--- config.mk ---
export PLATFORM = sky130hd
export DESIGN_NAME = in_system_flash_programmer
export DESIGN_NICKNAME = d
export VERILOG_FILES = /design/src/flash_prog_pkg.sv /design/src/in_system_flash_programmer.sv /design/src/flash_op_timer.sv
export SDC_FILE = /design/constraint.sdc
export NUM_CORES = 1
export LEC_CHECK = 0
export ABC_CLOCK_PERIOD_IN_PS = 2300
export BUFFER_PORTS_ARGS = -buffer_cell sky130_fd_sc_hd__buf_2
export CAP_MARGIN = 15
export CORE_UTILIZATION = 50
export CTS_CLUSTER_DIAMETER = 100
export CTS_CLUSTER_SIZE = 16
export DETAILED_ROUTE_END_ITERATION = 10
export GPL_ROUTABILITY_DRIVEN = 0
export PLACE_DENSITY = 0.87
export REMOVE_ABC_BUFFERS = 1
export SYNTH_ARGS = -nofsm -noshare
export SYNTH_HDL_FRONTEND = slang
export SYNTH_SLANG_ARGS = --single-unit
--- constraint.sdc ---
create_clock -name sys_clk -period 2.3 [get_ports sys_clk]
set_clock_uncertainty 0.1 [all_clocks]
set_input_delay 0.46 -clock sys_clk [delete_from_list [all_inputs] [get_ports sys_clk]]
set_output_delay 0.46 -clock sys_clk [all_outputs]
set_load 0.005 [all_outputs]
--- src/flash_prog_pkg.sv ---
// Constants shared by the in-system flash programmer and its flash port.
package flash_prog_pkg;
    // Register addresses on the special function register bus.
    localparam logic [7:0] ADDR_TRIGGER = 8'ha4;
    localparam logic [7:0] ADDR_ADDR_LOW = 8'ha6;
    localparam logic [7:0] ADDR_ADDR_HIGH = 8'ha7;
    localparam logic [7:0] ADDR_FLASH_DATA = 8'hae;
    localparam logic [7:0] ADDR_COMMAND = 8'haf;
    localparam logic [7:0] ADDR_CHIP_CTRL = 8'h9f;
    localparam logic [7:0] ADDR_TIMED_ACCESS = 8'hc7;
    // Reset values.
    localparam logic [7:0] RST_ADDR_LOW = 8'h00;
    localparam logic [7:0] RST_ADDR_HIGH = 8'h00;
    localparam logic [7:0] RST_FLASH_DATA = 8'h00;
    localparam logic [7:0] RST_COMMAND = 8'h30;
    // Field positions.
    localparam int GO_BIT = 0;
    localparam int CC_PROG_EN = 0;
    localparam int CC_BOOT_SEL = 1;
    localparam int CC_LDR_UPD = 5;
    localparam int CC_FAULT = 6;
    localparam int CMD_OE = 5;
    localparam int CMD_CE = 4;
    // Timed-access unlock bytes.
    localparam logic [7:0] TA_KEY1 = 8'haa;
    localparam logic [7:0] TA_KEY2 = 8'h55;
    // Operation codes.
    localparam logic [3:0] OP_READ = 4'h0;
    localparam logic [3:0] OP_PROGRAM = 4'h1;
    localparam logic [3:0] OP_ERASE = 4'h2;
    localparam logic [3:0] OP_MAKER_ID = 4'hb;
    // Region selects from the two upper command bits.
    localparam logic [1:0] REG_MAIN = 2'h0;
    localparam logic [1:0] REG_LOADER = 2'h1;
    localparam logic [1:0] REG_CONFIG = 2'h3;
    // Arbitrary maker identification value.
    localparam logic [7:0] MAKER_ID = 8'h5a;
    // Geometry.
    localparam int PAGE_BITS = 7;
    localparam logic [15:0] MAIN_SIZE = 16'h4000;
    localparam logic [15:0] LOADER_SIZE = 16'h1000;
    localparam logic [15:0] CONFIG_SIZE = 16'h0004;
    // Flash timing.
    localparam int CLK_MHZ = 200;
    localparam int PROG_TIME_US = 20;
    localparam int ERASE_TIME_US = 5000;
    localparam int PROG_CYCLES = PROG_TIME_US * CLK_MHZ;
    localparam int ERASE_CYCLES = ERASE_TIME_US * CLK_MHZ;
    localparam int READ_CYCLES = 2;
    localparam int OSC_START_CYCLES = 4;
    localparam int CNT_W = 20;
    // Flash operation encoding on the array port.
    typedef enum logic [1:0] {
        FOP_READ = 2'b00,
        FOP_PROG = 2'b01,
        FOP_ERASE = 2'b10
    } flash_op_type;
endpackage : flash_prog_pkg

--- src/in_system_flash_programmer.sv ---
// In-system flash programmer: registers, access checks and sequencer.
//
// Contract
// High address register gives address bits 15:8.
// Low address register gives address bits 7:0.
// Software loads data first, reads after finish.
// Go bit write starts operation, holds CPU.
// Completion releases the CPU hold.
// Go bit self-clears and reads zero.
// Trigger write needs timed-access unlock.
// Decode erase, program, read from command bits.
// Upper command bits select target region.
// Code 1011 returns maker identification byte.
// Page is 128 bytes; erase page-aligned.
// Configuration access only from loader code.
// New configuration applies only after reset.
// Main code cannot read configuration bytes.
// Loader writable from main only if enabled.
// Lock keeps loader configuration access.
// Lock does not disable programming.
// Programming needs oscillator; enable starts it.
// Software should clear enable when finished.
// Enable bit needs timed-access unlock.
// Illegal access sets fault; software clears.
// Refused operation changes nothing, completes normally.
// Trigger ignored while programming disabled.
//
// The implementer's own choice: the address-and-strobe port.
`timescale 1ns/1ps
module in_system_flash_programmer (
    // Clock and reset
    input wire logic sys_clk,
    input wire logic arst_n,
    // Register bus
    input wire logic [7:0] reg_addr,
    input wire logic [7:0] reg_wdata,
    input wire logic reg_wr,
    input wire logic reg_rd,
    output logic [7:0] reg_rdata,
    // CPU status
    input wire logic run_from_loader,
    input wire logic sw_reset,
    output logic cpu_hold,
    // Oscillator control
    input wire logic ext_clk_sel,
    input wire logic osc_ready,
    output logic osc_enable,
    // Flash array port
    output logic flash_req,
    output logic [1:0] flash_op,
    output logic [1:0] flash_region,
    output logic [15:0] flash_addr,
    output logic [7:0] flash_wdata,
    input wire logic [7:0] flash_rdata,
    // Configuration input and output
    input wire logic [7:0] config_stored,
    output logic [7:0] config_active
);
    typedef enum logic [2:0] {
        ST_IDLE = 3'b000,
        ST_OSC = 3'b001,
        ST_BUSY = 3'b010,
        ST_DONE = 3'b011
    } state_type;

    state_type state_r, state_nxt;
    logic [7:0] addr_low_r, addr_low_nxt;
    logic [7:0] addr_high_r, addr_high_nxt;
    logic [7:0] data_r, data_nxt;
    logic [7:0] cmd_r, cmd_nxt;
    logic prog_en_r, prog_en_nxt;
    logic ldr_upd_r, ldr_upd_nxt;
    logic fault_r, fault_nxt;
    logic [1:0] ta_r, ta_nxt;
    logic [7:0] rdata_r, rdata_nxt;
    logic hold_r, hold_nxt;
    logic req_r, req_nxt;
    logic [1:0] fop_r, fop_nxt;
    logic is_read_r, is_read_nxt;
    logic timer_start;
    logic [19:0] timer_cycles;
    logic timer_done;
    logic [7:0] cfg_r;
    logic cfg_loaded_r;
    logic [15:0] target;
    logic ta_open;
    logic go_write;
    logic [2:0] op_kind;
    logic refused;

    // Validity of a command: returns 1 erase, 2 program, 3 read, 4 id.
    function automatic logic [2:0] decode_op(input logic [7:0] c);
        logic oe;
        logic ce;
        oe = c[flash_prog_pkg::CMD_OE];
        ce = c[flash_prog_pkg::CMD_CE];
        decode_op = 3'h0;
        if (!ce) begin
            if (c[3:0] == flash_prog_pkg::OP_ERASE && oe)
                decode_op = 3'h1;
            else if (c[3:0] == flash_prog_pkg::OP_PROGRAM && oe)
                decode_op = 3'h2;
            else if (c[3:0] == flash_prog_pkg::OP_READ && !oe)
                decode_op = 3'h3;
            else if (c[3:0] == flash_prog_pkg::OP_MAKER_ID && !oe)
                decode_op = 3'h4;
        end
    endfunction : decode_op

    // Region size limit for oversize checks.
    function automatic logic [15:0] region_size(input logic [1:0] r);
        case (r)
            flash_prog_pkg::REG_MAIN: region_size = flash_prog_pkg::MAIN_SIZE;
            flash_prog_pkg::REG_LOADER:
                region_size = flash_prog_pkg::LOADER_SIZE;
            flash_prog_pkg::REG_CONFIG:
                region_size = flash_prog_pkg::CONFIG_SIZE;
            default: region_size = 16'h0000;
        endcase
    endfunction : region_size

    assign target = {addr_high_r, addr_low_r};
    assign ta_open = (ta_r == 2'h2);
    assign go_write = reg_wr && reg_addr == flash_prog_pkg::ADDR_TRIGGER
        && ta_open && reg_wdata[flash_prog_pkg::GO_BIT];
    assign op_kind = decode_op(cmd_r);

    // Lock state is deliberately not consulted here: it must not block
    // programming, and loader code keeps full configuration access.
    always_comb begin
        refused = 1'b0;
        if (op_kind == 3'h0) begin
            refused = 1'b1;
        end else if (op_kind != 3'h4) begin
            if (target >= region_size(cmd_r[7:6]))
                refused = 1'b1;
            if (op_kind != 3'h3) begin
                if (cmd_r[7:6] == flash_prog_pkg::REG_MAIN
                    && !run_from_loader)
                    refused = 1'b1;
                if (cmd_r[7:6] == flash_prog_pkg::REG_LOADER
                    && run_from_loader)
                    refused = 1'b1;
                if (cmd_r[7:6] == flash_prog_pkg::REG_LOADER
                    && !run_from_loader && !ldr_upd_r)
                    refused = 1'b1;
            end
            if (cmd_r[7:6] == flash_prog_pkg::REG_CONFIG && !run_from_loader)
                refused = 1'b1;
            if (op_kind == 3'h1
                && target[flash_prog_pkg::PAGE_BITS-1:0] != 7'h00)
                refused = 1'b1;
        end
    end

    always_comb begin
        timer_cycles = 20'(flash_prog_pkg::READ_CYCLES);
        if (op_kind == 3'h1)
            timer_cycles = 20'(flash_prog_pkg::ERASE_CYCLES);
        else if (op_kind == 3'h2)
            timer_cycles = 20'(flash_prog_pkg::PROG_CYCLES);
    end

    always_comb begin
        state_nxt = state_r;
        addr_low_nxt = addr_low_r;
        addr_high_nxt = addr_high_r;
        data_nxt = data_r;
        cmd_nxt = cmd_r;
        prog_en_nxt = prog_en_r;
        ldr_upd_nxt = ldr_upd_r;
        fault_nxt = fault_r;
        ta_nxt = ta_r;
        rdata_nxt = 8'h00;
        hold_nxt = hold_r;
        req_nxt = 1'b0;
        fop_nxt = fop_r;
        is_read_nxt = is_read_r;
        timer_start = 1'b0;
        if (reg_wr) begin
            // Idle bus cycles keep the unlock; any other write relocks.
            ta_nxt = 2'h0;
            if (reg_addr == flash_prog_pkg::ADDR_TIMED_ACCESS) begin
                if (reg_wdata == flash_prog_pkg::TA_KEY1)
                    ta_nxt = 2'h1;
                else if (reg_wdata == flash_prog_pkg::TA_KEY2 && ta_r == 2'h1)
                    ta_nxt = 2'h2;
            end
            case (reg_addr)
                flash_prog_pkg::ADDR_ADDR_LOW: addr_low_nxt = reg_wdata;
                flash_prog_pkg::ADDR_ADDR_HIGH: addr_high_nxt = reg_wdata;
                flash_prog_pkg::ADDR_FLASH_DATA: data_nxt = reg_wdata;
                flash_prog_pkg::ADDR_COMMAND: cmd_nxt = reg_wdata;
                flash_prog_pkg::ADDR_CHIP_CTRL: begin
                    if (ta_open) begin
                        prog_en_nxt = reg_wdata[flash_prog_pkg::CC_PROG_EN];
                    end
                    ldr_upd_nxt = reg_wdata[flash_prog_pkg::CC_LDR_UPD];
                    if (!reg_wdata[flash_prog_pkg::CC_FAULT])
                        fault_nxt = 1'b0;
                end
                default: ;
            endcase
        end
        if (reg_rd) begin
            case (reg_addr)
                flash_prog_pkg::ADDR_ADDR_LOW: rdata_nxt = addr_low_r;
                flash_prog_pkg::ADDR_ADDR_HIGH: rdata_nxt = addr_high_r;
                flash_prog_pkg::ADDR_FLASH_DATA: rdata_nxt = data_r;
                flash_prog_pkg::ADDR_COMMAND: rdata_nxt = cmd_r;
                flash_prog_pkg::ADDR_CHIP_CTRL:
                    rdata_nxt = {1'b0, fault_r, ldr_upd_r, 3'h0,
                                 config_active[flash_prog_pkg::CC_BOOT_SEL],
                                 prog_en_r};
                default: rdata_nxt = 8'h00;
            endcase
        end
        case (state_r)
            ST_IDLE: begin
                if (go_write && prog_en_r) begin
                    hold_nxt = 1'b1;
                    state_nxt = ST_OSC;
                end
            end
            ST_OSC: begin
                if (osc_ready) begin
                    if (refused) begin
                        if (op_kind != 3'h0)
                            fault_nxt = 1'b1;
                        state_nxt = ST_DONE;
                    end else if (op_kind == 3'h4) begin
                        data_nxt = flash_prog_pkg::MAKER_ID;
                        state_nxt = ST_DONE;
                    end else begin
                        req_nxt = 1'b1;
                        is_read_nxt = (op_kind == 3'h3);
                        fop_nxt = (op_kind == 3'h1) ? 2'b10 :
                                  (op_kind == 3'h2) ? 2'b01 : 2'b00;
                        timer_start = 1'b1;
                        state_nxt = ST_BUSY;
                    end
                end
            end
            ST_BUSY: begin
                if (timer_done) begin
                    if (is_read_r)
                        data_nxt = flash_rdata;
                    state_nxt = ST_DONE;
                end
            end
            ST_DONE: begin
                hold_nxt = 1'b0;
                state_nxt = ST_IDLE;
            end
            default: state_nxt = ST_IDLE;
        endcase
    end

    always_ff @(posedge sys_clk or negedge arst_n) begin
        if (!arst_n) begin
            state_r <= ST_IDLE;
            addr_low_r <= flash_prog_pkg::RST_ADDR_LOW;
            addr_high_r <= flash_prog_pkg::RST_ADDR_HIGH;
            data_r <= flash_prog_pkg::RST_FLASH_DATA;
            cmd_r <= flash_prog_pkg::RST_COMMAND;
            prog_en_r <= 1'b0;
            ldr_upd_r <= 1'b0;
            fault_r <= 1'b0;
            ta_r <= 2'h0;
            rdata_r <= 8'h00;
            hold_r <= 1'b0;
            req_r <= 1'b0;
            fop_r <= 2'b00;
            is_read_r <= 1'b0;
        end else begin
            state_r <= state_nxt;
            addr_low_r <= addr_low_nxt;
            addr_high_r <= addr_high_nxt;
            data_r <= data_nxt;
            cmd_r <= cmd_nxt;
            prog_en_r <= prog_en_nxt;
            ldr_upd_r <= ldr_upd_nxt;
            fault_r <= fault_nxt;
            ta_r <= ta_nxt;
            rdata_r <= rdata_nxt;
            hold_r <= hold_nxt;
            req_r <= req_nxt;
            fop_r <= fop_nxt;
            is_read_r <= is_read_nxt;
        end
    end

    // Stored configuration is sampled once after reset release. A software
    // reset reloads everything except the boot-select bit.
    always_ff @(posedge sys_clk or negedge arst_n) begin
        if (!arst_n) begin
            cfg_r <= 8'h00;
            cfg_loaded_r <= 1'b0;
        end else if (!cfg_loaded_r) begin
            cfg_r <= config_stored;
            cfg_loaded_r <= 1'b1;
        end else if (sw_reset) begin
            cfg_r <= {config_stored[7:2], cfg_r[flash_prog_pkg::CC_BOOT_SEL],
                      config_stored[0]};
        end
    end

    flash_op_timer u_timer (
        .sys_clk(sys_clk),
        .arst_n(arst_n),
        .start(timer_start),
        .cycles(timer_cycles),
        .done(timer_done)
    );

    assign reg_rdata = rdata_r;
    assign cpu_hold = hold_r;
    // The oscillator stays on with an internal clock; an external clock
    // lets it stop once programming is disabled, saving power.
    assign osc_enable = prog_en_r || !ext_clk_sel || hold_r;
    assign flash_req = req_r;
    assign flash_op = fop_r;
    assign flash_region = cmd_r[7:6];
    assign flash_addr = target;
    assign flash_wdata = data_r;
    assign config_active = cfg_r;

    go_reads_zero_a: assert property (@(posedge sys_clk) disable iff (!arst_n)
        reg_rd && reg_addr == flash_prog_pkg::ADDR_TRIGGER
        |=> reg_rdata == 8'h00) else $error("trigger read nonzero");
    no_unlock_go_a: assert property (@(posedge sys_clk) disable iff (!arst_n)
        state_r == ST_IDLE && reg_wr && reg_addr == flash_prog_pkg::ADDR_TRIGGER
        && !ta_open |=> !cpu_hold) else $error("locked go taken");
    disabled_go_a: assert property (@(posedge sys_clk) disable iff (!arst_n)
        state_r == ST_IDLE && !prog_en_r |=> !cpu_hold)
        else $error("go while disabled");
    go_holds_a: assert property (@(posedge sys_clk) disable iff (!arst_n)
        state_r == ST_IDLE && go_write && prog_en_r |=> cpu_hold)
        else $error("go did not hold");
    done_release_a: assert property (@(posedge sys_clk) disable iff (!arst_n)
        state_r == ST_DONE |=> !cpu_hold && state_r == ST_IDLE)
        else $error("no release");
    refused_quiet_a: assert property (@(posedge sys_clk) disable iff (!arst_n)
        state_r == ST_OSC && osc_ready && refused |=> !flash_req ##1 !cpu_hold)
        else $error("refused op ran");
    cfg_read_block_a: assert property (@(posedge sys_clk) disable iff (!arst_n)
        state_r == ST_OSC && cmd_r[7:6] == flash_prog_pkg::REG_CONFIG
        && !run_from_loader && osc_ready |=> !flash_req)
        else $error("config read from main");
    fault_set_a: assert property (@(posedge sys_clk) disable iff (!arst_n)
        state_r == ST_OSC && osc_ready && refused && op_kind != 3'h0
        |=> fault_r) else $error("fault not set");
    id_value_a: assert property (@(posedge sys_clk) disable iff (!arst_n)
        state_r == ST_OSC && osc_ready && !refused && op_kind == 3'h4
        |=> data_r == flash_prog_pkg::MAKER_ID) else $error("bad id");
    addr_map_a: assert property (@(posedge sys_clk) disable iff (!arst_n)
        reg_wr && reg_addr == flash_prog_pkg::ADDR_ADDR_HIGH
        |=> flash_addr[15:8] == $past(reg_wdata))
        else $error("address mismatch");
endmodule : in_system_flash_programmer

--- src/flash_op_timer.sv ---
// Cycle counter that times one flash array operation.
`timescale 1ns/1ps
module flash_op_timer (
    // Clock and reset
    input wire logic sys_clk,
    input wire logic arst_n,
    // Control
    input wire logic start,
    input wire logic [19:0] cycles,
    // Status
    output logic done
);
    logic [19:0] cnt_r;
    logic [19:0] cnt_nxt;
    logic run_r;
    logic run_nxt;
    logic done_nxt;
    logic done_r;

    always_comb begin
        cnt_nxt = cnt_r;
        run_nxt = run_r;
        done_nxt = 1'b0;
        if (start) begin
            cnt_nxt = cycles;
            run_nxt = 1'b1;
        end else if (run_r) begin
            if (cnt_r <= 20'h00001) begin
                run_nxt = 1'b0;
                done_nxt = 1'b1;
            end else begin
                cnt_nxt = cnt_r - 20'h00001;
            end
        end
    end

    always_ff @(posedge sys_clk or negedge arst_n) begin
        if (!arst_n) begin
            cnt_r <= 20'h00000;
            run_r <= 1'b0;
            done_r <= 1'b0;
        end else begin
            cnt_r <= cnt_nxt;
            run_r <= run_nxt;
            done_r <= done_nxt;
        end
    end

    assign done = done_r;
endmodule : flash_op_timer

==> flow_metrics.env <==
export IMPL_result_of_the_run="finished with violations"
export IMPL_failed_checks="setup timing"
export IMPL_cpPeakStageDelay_ns=0.45
export IMPL_synth_top_cell_area_share_pct=46.2
export IMPL_power_per_cell_area_mw_per_mm2=608
export IMPL_antenna_violations_before_repair=0
export IMPL_firstDrtPassIters=5
export IMPL_clock_sink_count=83
export IMPL_tightestPinTransition_ns=0.661
export IMPL_setup_violations=10
export IMPL_critPathCaptureType="flip-flop"
export IMPL_synthesis_yosys_warnings=0
export IMPL_slew_limit_headroom_pct=55.6
export IMPL_wl_per_cell_um=19.0
export IMPL_internal_power_mw=2.31
export IMPL_rsz0062_at_grt="yes"
export IMPL_worst_ep_required_time_ns=2.45
export IMPL_critical_path_arrival_ns=2.53
export IMPL_cap_violations=0
export IMPL_htree_levels=3
export IMPL_fin_crit_sh_pct=103
export IMPL_fp_dieArea_mm2=0.00916
export IMPL_cts_tree="done"
export IMPL_synth_seq_area_share_pct=47.4
export IMPL_sequential_power_share_pct=52.7
export IMPL_route_final_wire_length_um=11800
export IMPL_die_w_um=95.7
export IMPL_finalNetCount=562
export IMPL_fmaxAchievable_mhz=420
export IMPL_dr_total_vias=3790
export IMPL_synthDistinctLibCells=70
export IMPL_clkPwrFrac_pct=30.7
export IMPL_hold_path_startpoint="config_stored[3]"
export IMPL_yosysTopAreaCell="sky130_fd_sc_hd__dfrtp_1"
export IMPL_report_power_total_mw=3.35
export IMPL_remaining_drc_errors=0
export IMPL_syn_avg_cell_area_um2=11.2
export IMPL_period_minus_slack_ns=2.38
export IMPL_path_clk_slew_ns=0.09
export IMPL_syn_cell_area_mm2=0.00439
export IMPL_hold_violations=0
export IMPL_final_worst_setup_slack_ns=-0.0798
export IMPL_route_detailed_vias_per_inst=6.08
export IMPL_clockBufferDepth=2
export IMPL_floorplan_core_area_mm2=0.00834
export IMPL_wire_length_of_the_first_global_routing_pass_um=18300
export IMPL_fin_util_pct=66.1
export IMPL_power_switching_mw=1.04
export IMPL_flow_area_growth_from_synthesis_pct=25.6
export IMPL_rows=33
export IMPL_post_synth_main_area_contributors="sky130_fd_sc_hd__dfrtp_1, sky130_fd_sc_hd__mux2_2, sky130_fd_sc_hd__ha_1"
export IMPL_drt_antenna_violating_nets=0
export IMPL_io_buffers=86
export IMPL_most_common_layout_cells="sky130_fd_sc_hd__buf_2, sky130_fd_sc_hd__dfrtp_1, sky130_fd_sc_hd__mux2_2, sky130_fd_sc_hd__buf_4"
export IMPL_n_antenna_cell=0
export IMPL_max_slew_violation_count=0
export IMPL_vdd_drop_max_mv=0.440
export IMPL_rr_startpoint="cmd_r[6]"
export IMPL_synth_async_reset_ratio_pct=100
export IMPL_worstPathMaxFanout=4
export IMPL_postSynth_topFlopCell="sky130_fd_sc_hd__dfrtp_1"
export IMPL_ioPinCount=87
export IMPL_comb_power_share_pct=16.5
export IMPL_synth_enable_flop_cells=0
export IMPL_worstSetupPathType="flip-flop to flip-flop"
export IMPL_worstPathCellList="buf_4, or2_2, ha_1, a32o_2, or3_4, clkinv_4, mux2_4"
export IMPL_floorplan_die_height_um=95.7
export IMPL_start_util_pct=52.7
export IMPL_hold_path_class="primary input to flip-flop"
export IMPL_initialDrtViolationCount=172
export IMPL_worstSetupStartpoint="cmd_r[6]"
export IMPL_dp_final_hpwl_um=8300
export IMPL_layout_commonest_cell="sky130_fd_sc_hd__buf_2"
export IMPL_crit_path_max_delay_cell_type="sky130_fd_sc_hd__dfrtp_2"
export IMPL_clk_insertion_delay_late_ns=0.37
export IMPL_synth_seq_cells=83
export IMPL_layout_cells_sized_above_1_pct=42.7
export IMPL_first_global_vias=3802
export IMPL_number_of_instances_in_the_synthesized_netlist=392
export IMPL_grt_util_all_layers_pct=26.7
export IMPL_p_leak_nw=2.67
export IMPL_power_share_switching_pct=31.0
export IMPL_pin_count_of_the_biggest_net_entering_global_routing=56
export IMPL_startpoint_type_of_the_worst_setup_path="flip-flop"
export IMPL_tritoncts_buffers=9
export IMPL_globalRoute_totalOverflow=0
export IMPL_clockRootBuffer="sky130_fd_sc_hd__clkbuf_8"
[through the flow]
step	hold WS [ns]	area [um2]	TNS, ns	cells	setup slack, ns
final	0.224	5510	-0.298	623	-0.0798
after global routing	0.208	5510	-0.927	623	-0.102
after CTS	0.210	5350	-0.166	618	-0.0321
after detailed placement	0.319	5110	-2.24	598	-0.162
after global placement	0.308	5110	-1.40	598	-0.132
after floorplan	0.0644	4310	-7.05	378	-0.534
[worst max-delay path: cells and delay by family (launching register included)]
family	cells	cell delay (ns)
simple gates	2	0.67
flops	1	0.45
fa+ha+maj	1	0.28
compound gates	1	0.28
mux	1	0.28
buf+inv	2	0.22
[path summary, 6_finish.rpt]
path                               endpoint  slack, ns  cells past startpoint
setup / recovery                flash_op[1]      -0.08                      7
hold / removal             config_active[3]       0.22                      2
setup reg to reg                flash_op[1]      -0.08                      7
hold reg to reg                     ta_r[1]       0.39                      1
max in group asynchronous          cmd_r[5]       0.97                      3
min in group asynchronous  u_timer.cnt_r[3]       0.45                      2
[layout make-up]
cell class	instances	area, um2
Clock buffer	9	124
Clock inverter	7	61.3
Fill cell	627	2830
Inverter	17	68.8
Multi-Input combinational cell	278	2280
Sequential cell	83	2080
Tap cell	105	131
Timing Repair Buffer	124	767
[kinds of logic after synthesis]
family / synth area share [%]
flip-flops: 47.4
adder cells (fa/ha/maj): 2.56
multiplexers: 11.7
other: 0.0854
buffers and inverters: 3.39
XOR/XNOR: 2.79
AND/OR/NAND/NOR: 16.6
AO/OA/AOI/OAI: 15.4
[routing by layer]
metal  track usage (%)  wire, um
met1              32.1      4780
met2              44.3      5770
met3              6.00       865
met4              14.8       418
met5                 0         0
[state kept, by name, summed over array words and instances (netlist names), 8 cells and up]
name,count
cmd_r,8
addr_low_r,8
addr_high_r,8
config_active,8
flash_wdata,8
reg_rdata,8
u_timer.cnt_r,20
[synth_stat cells (all sizes together) (5+ instances only)]
cell and n:
dfrtp 81, mux2 36, a21oi 23, nand2 19
nor2 17, inv 16, a22oi 13, nor4 12
xnor2 12, mux2i 11, ha 9, nand3 8
o21ai 8, a21o 7, buf 7, clkbuf 7
and3 6, nand4 6, nor3 6, a211o 5
a32o 5, nand2b 5, o31ai 5, or3 5
or4 5
[what timing repair did]
action / CTS / global route
hold buffers: 1 / 0
pin swaps: 4 / 5
hold endpoints to repair: 28 / 0
endpoints found under the setup margin: 25 / 26
gates cloned: 0 / 1
setup buffers: 3 / 4
resized for setup: 5 / 27
[power by group through the flow]
stage / clock network [mW] / registers [mW] / logic (mW)
2_1_floorplan: 0 / 1.75 / 0.300
3_3_place_gp: 0 / 1.77 / 0.496
3_5_place_dp: 0 / 1.78 / 0.519
4_1_cts: 1.05 / 1.76 / 0.528
5_1_grt: 1.10 / 1.79 / 0.611
6_report: 1.03 / 1.77 / 0.555
No activity file was read; power rests on OpenSTA's default activity.
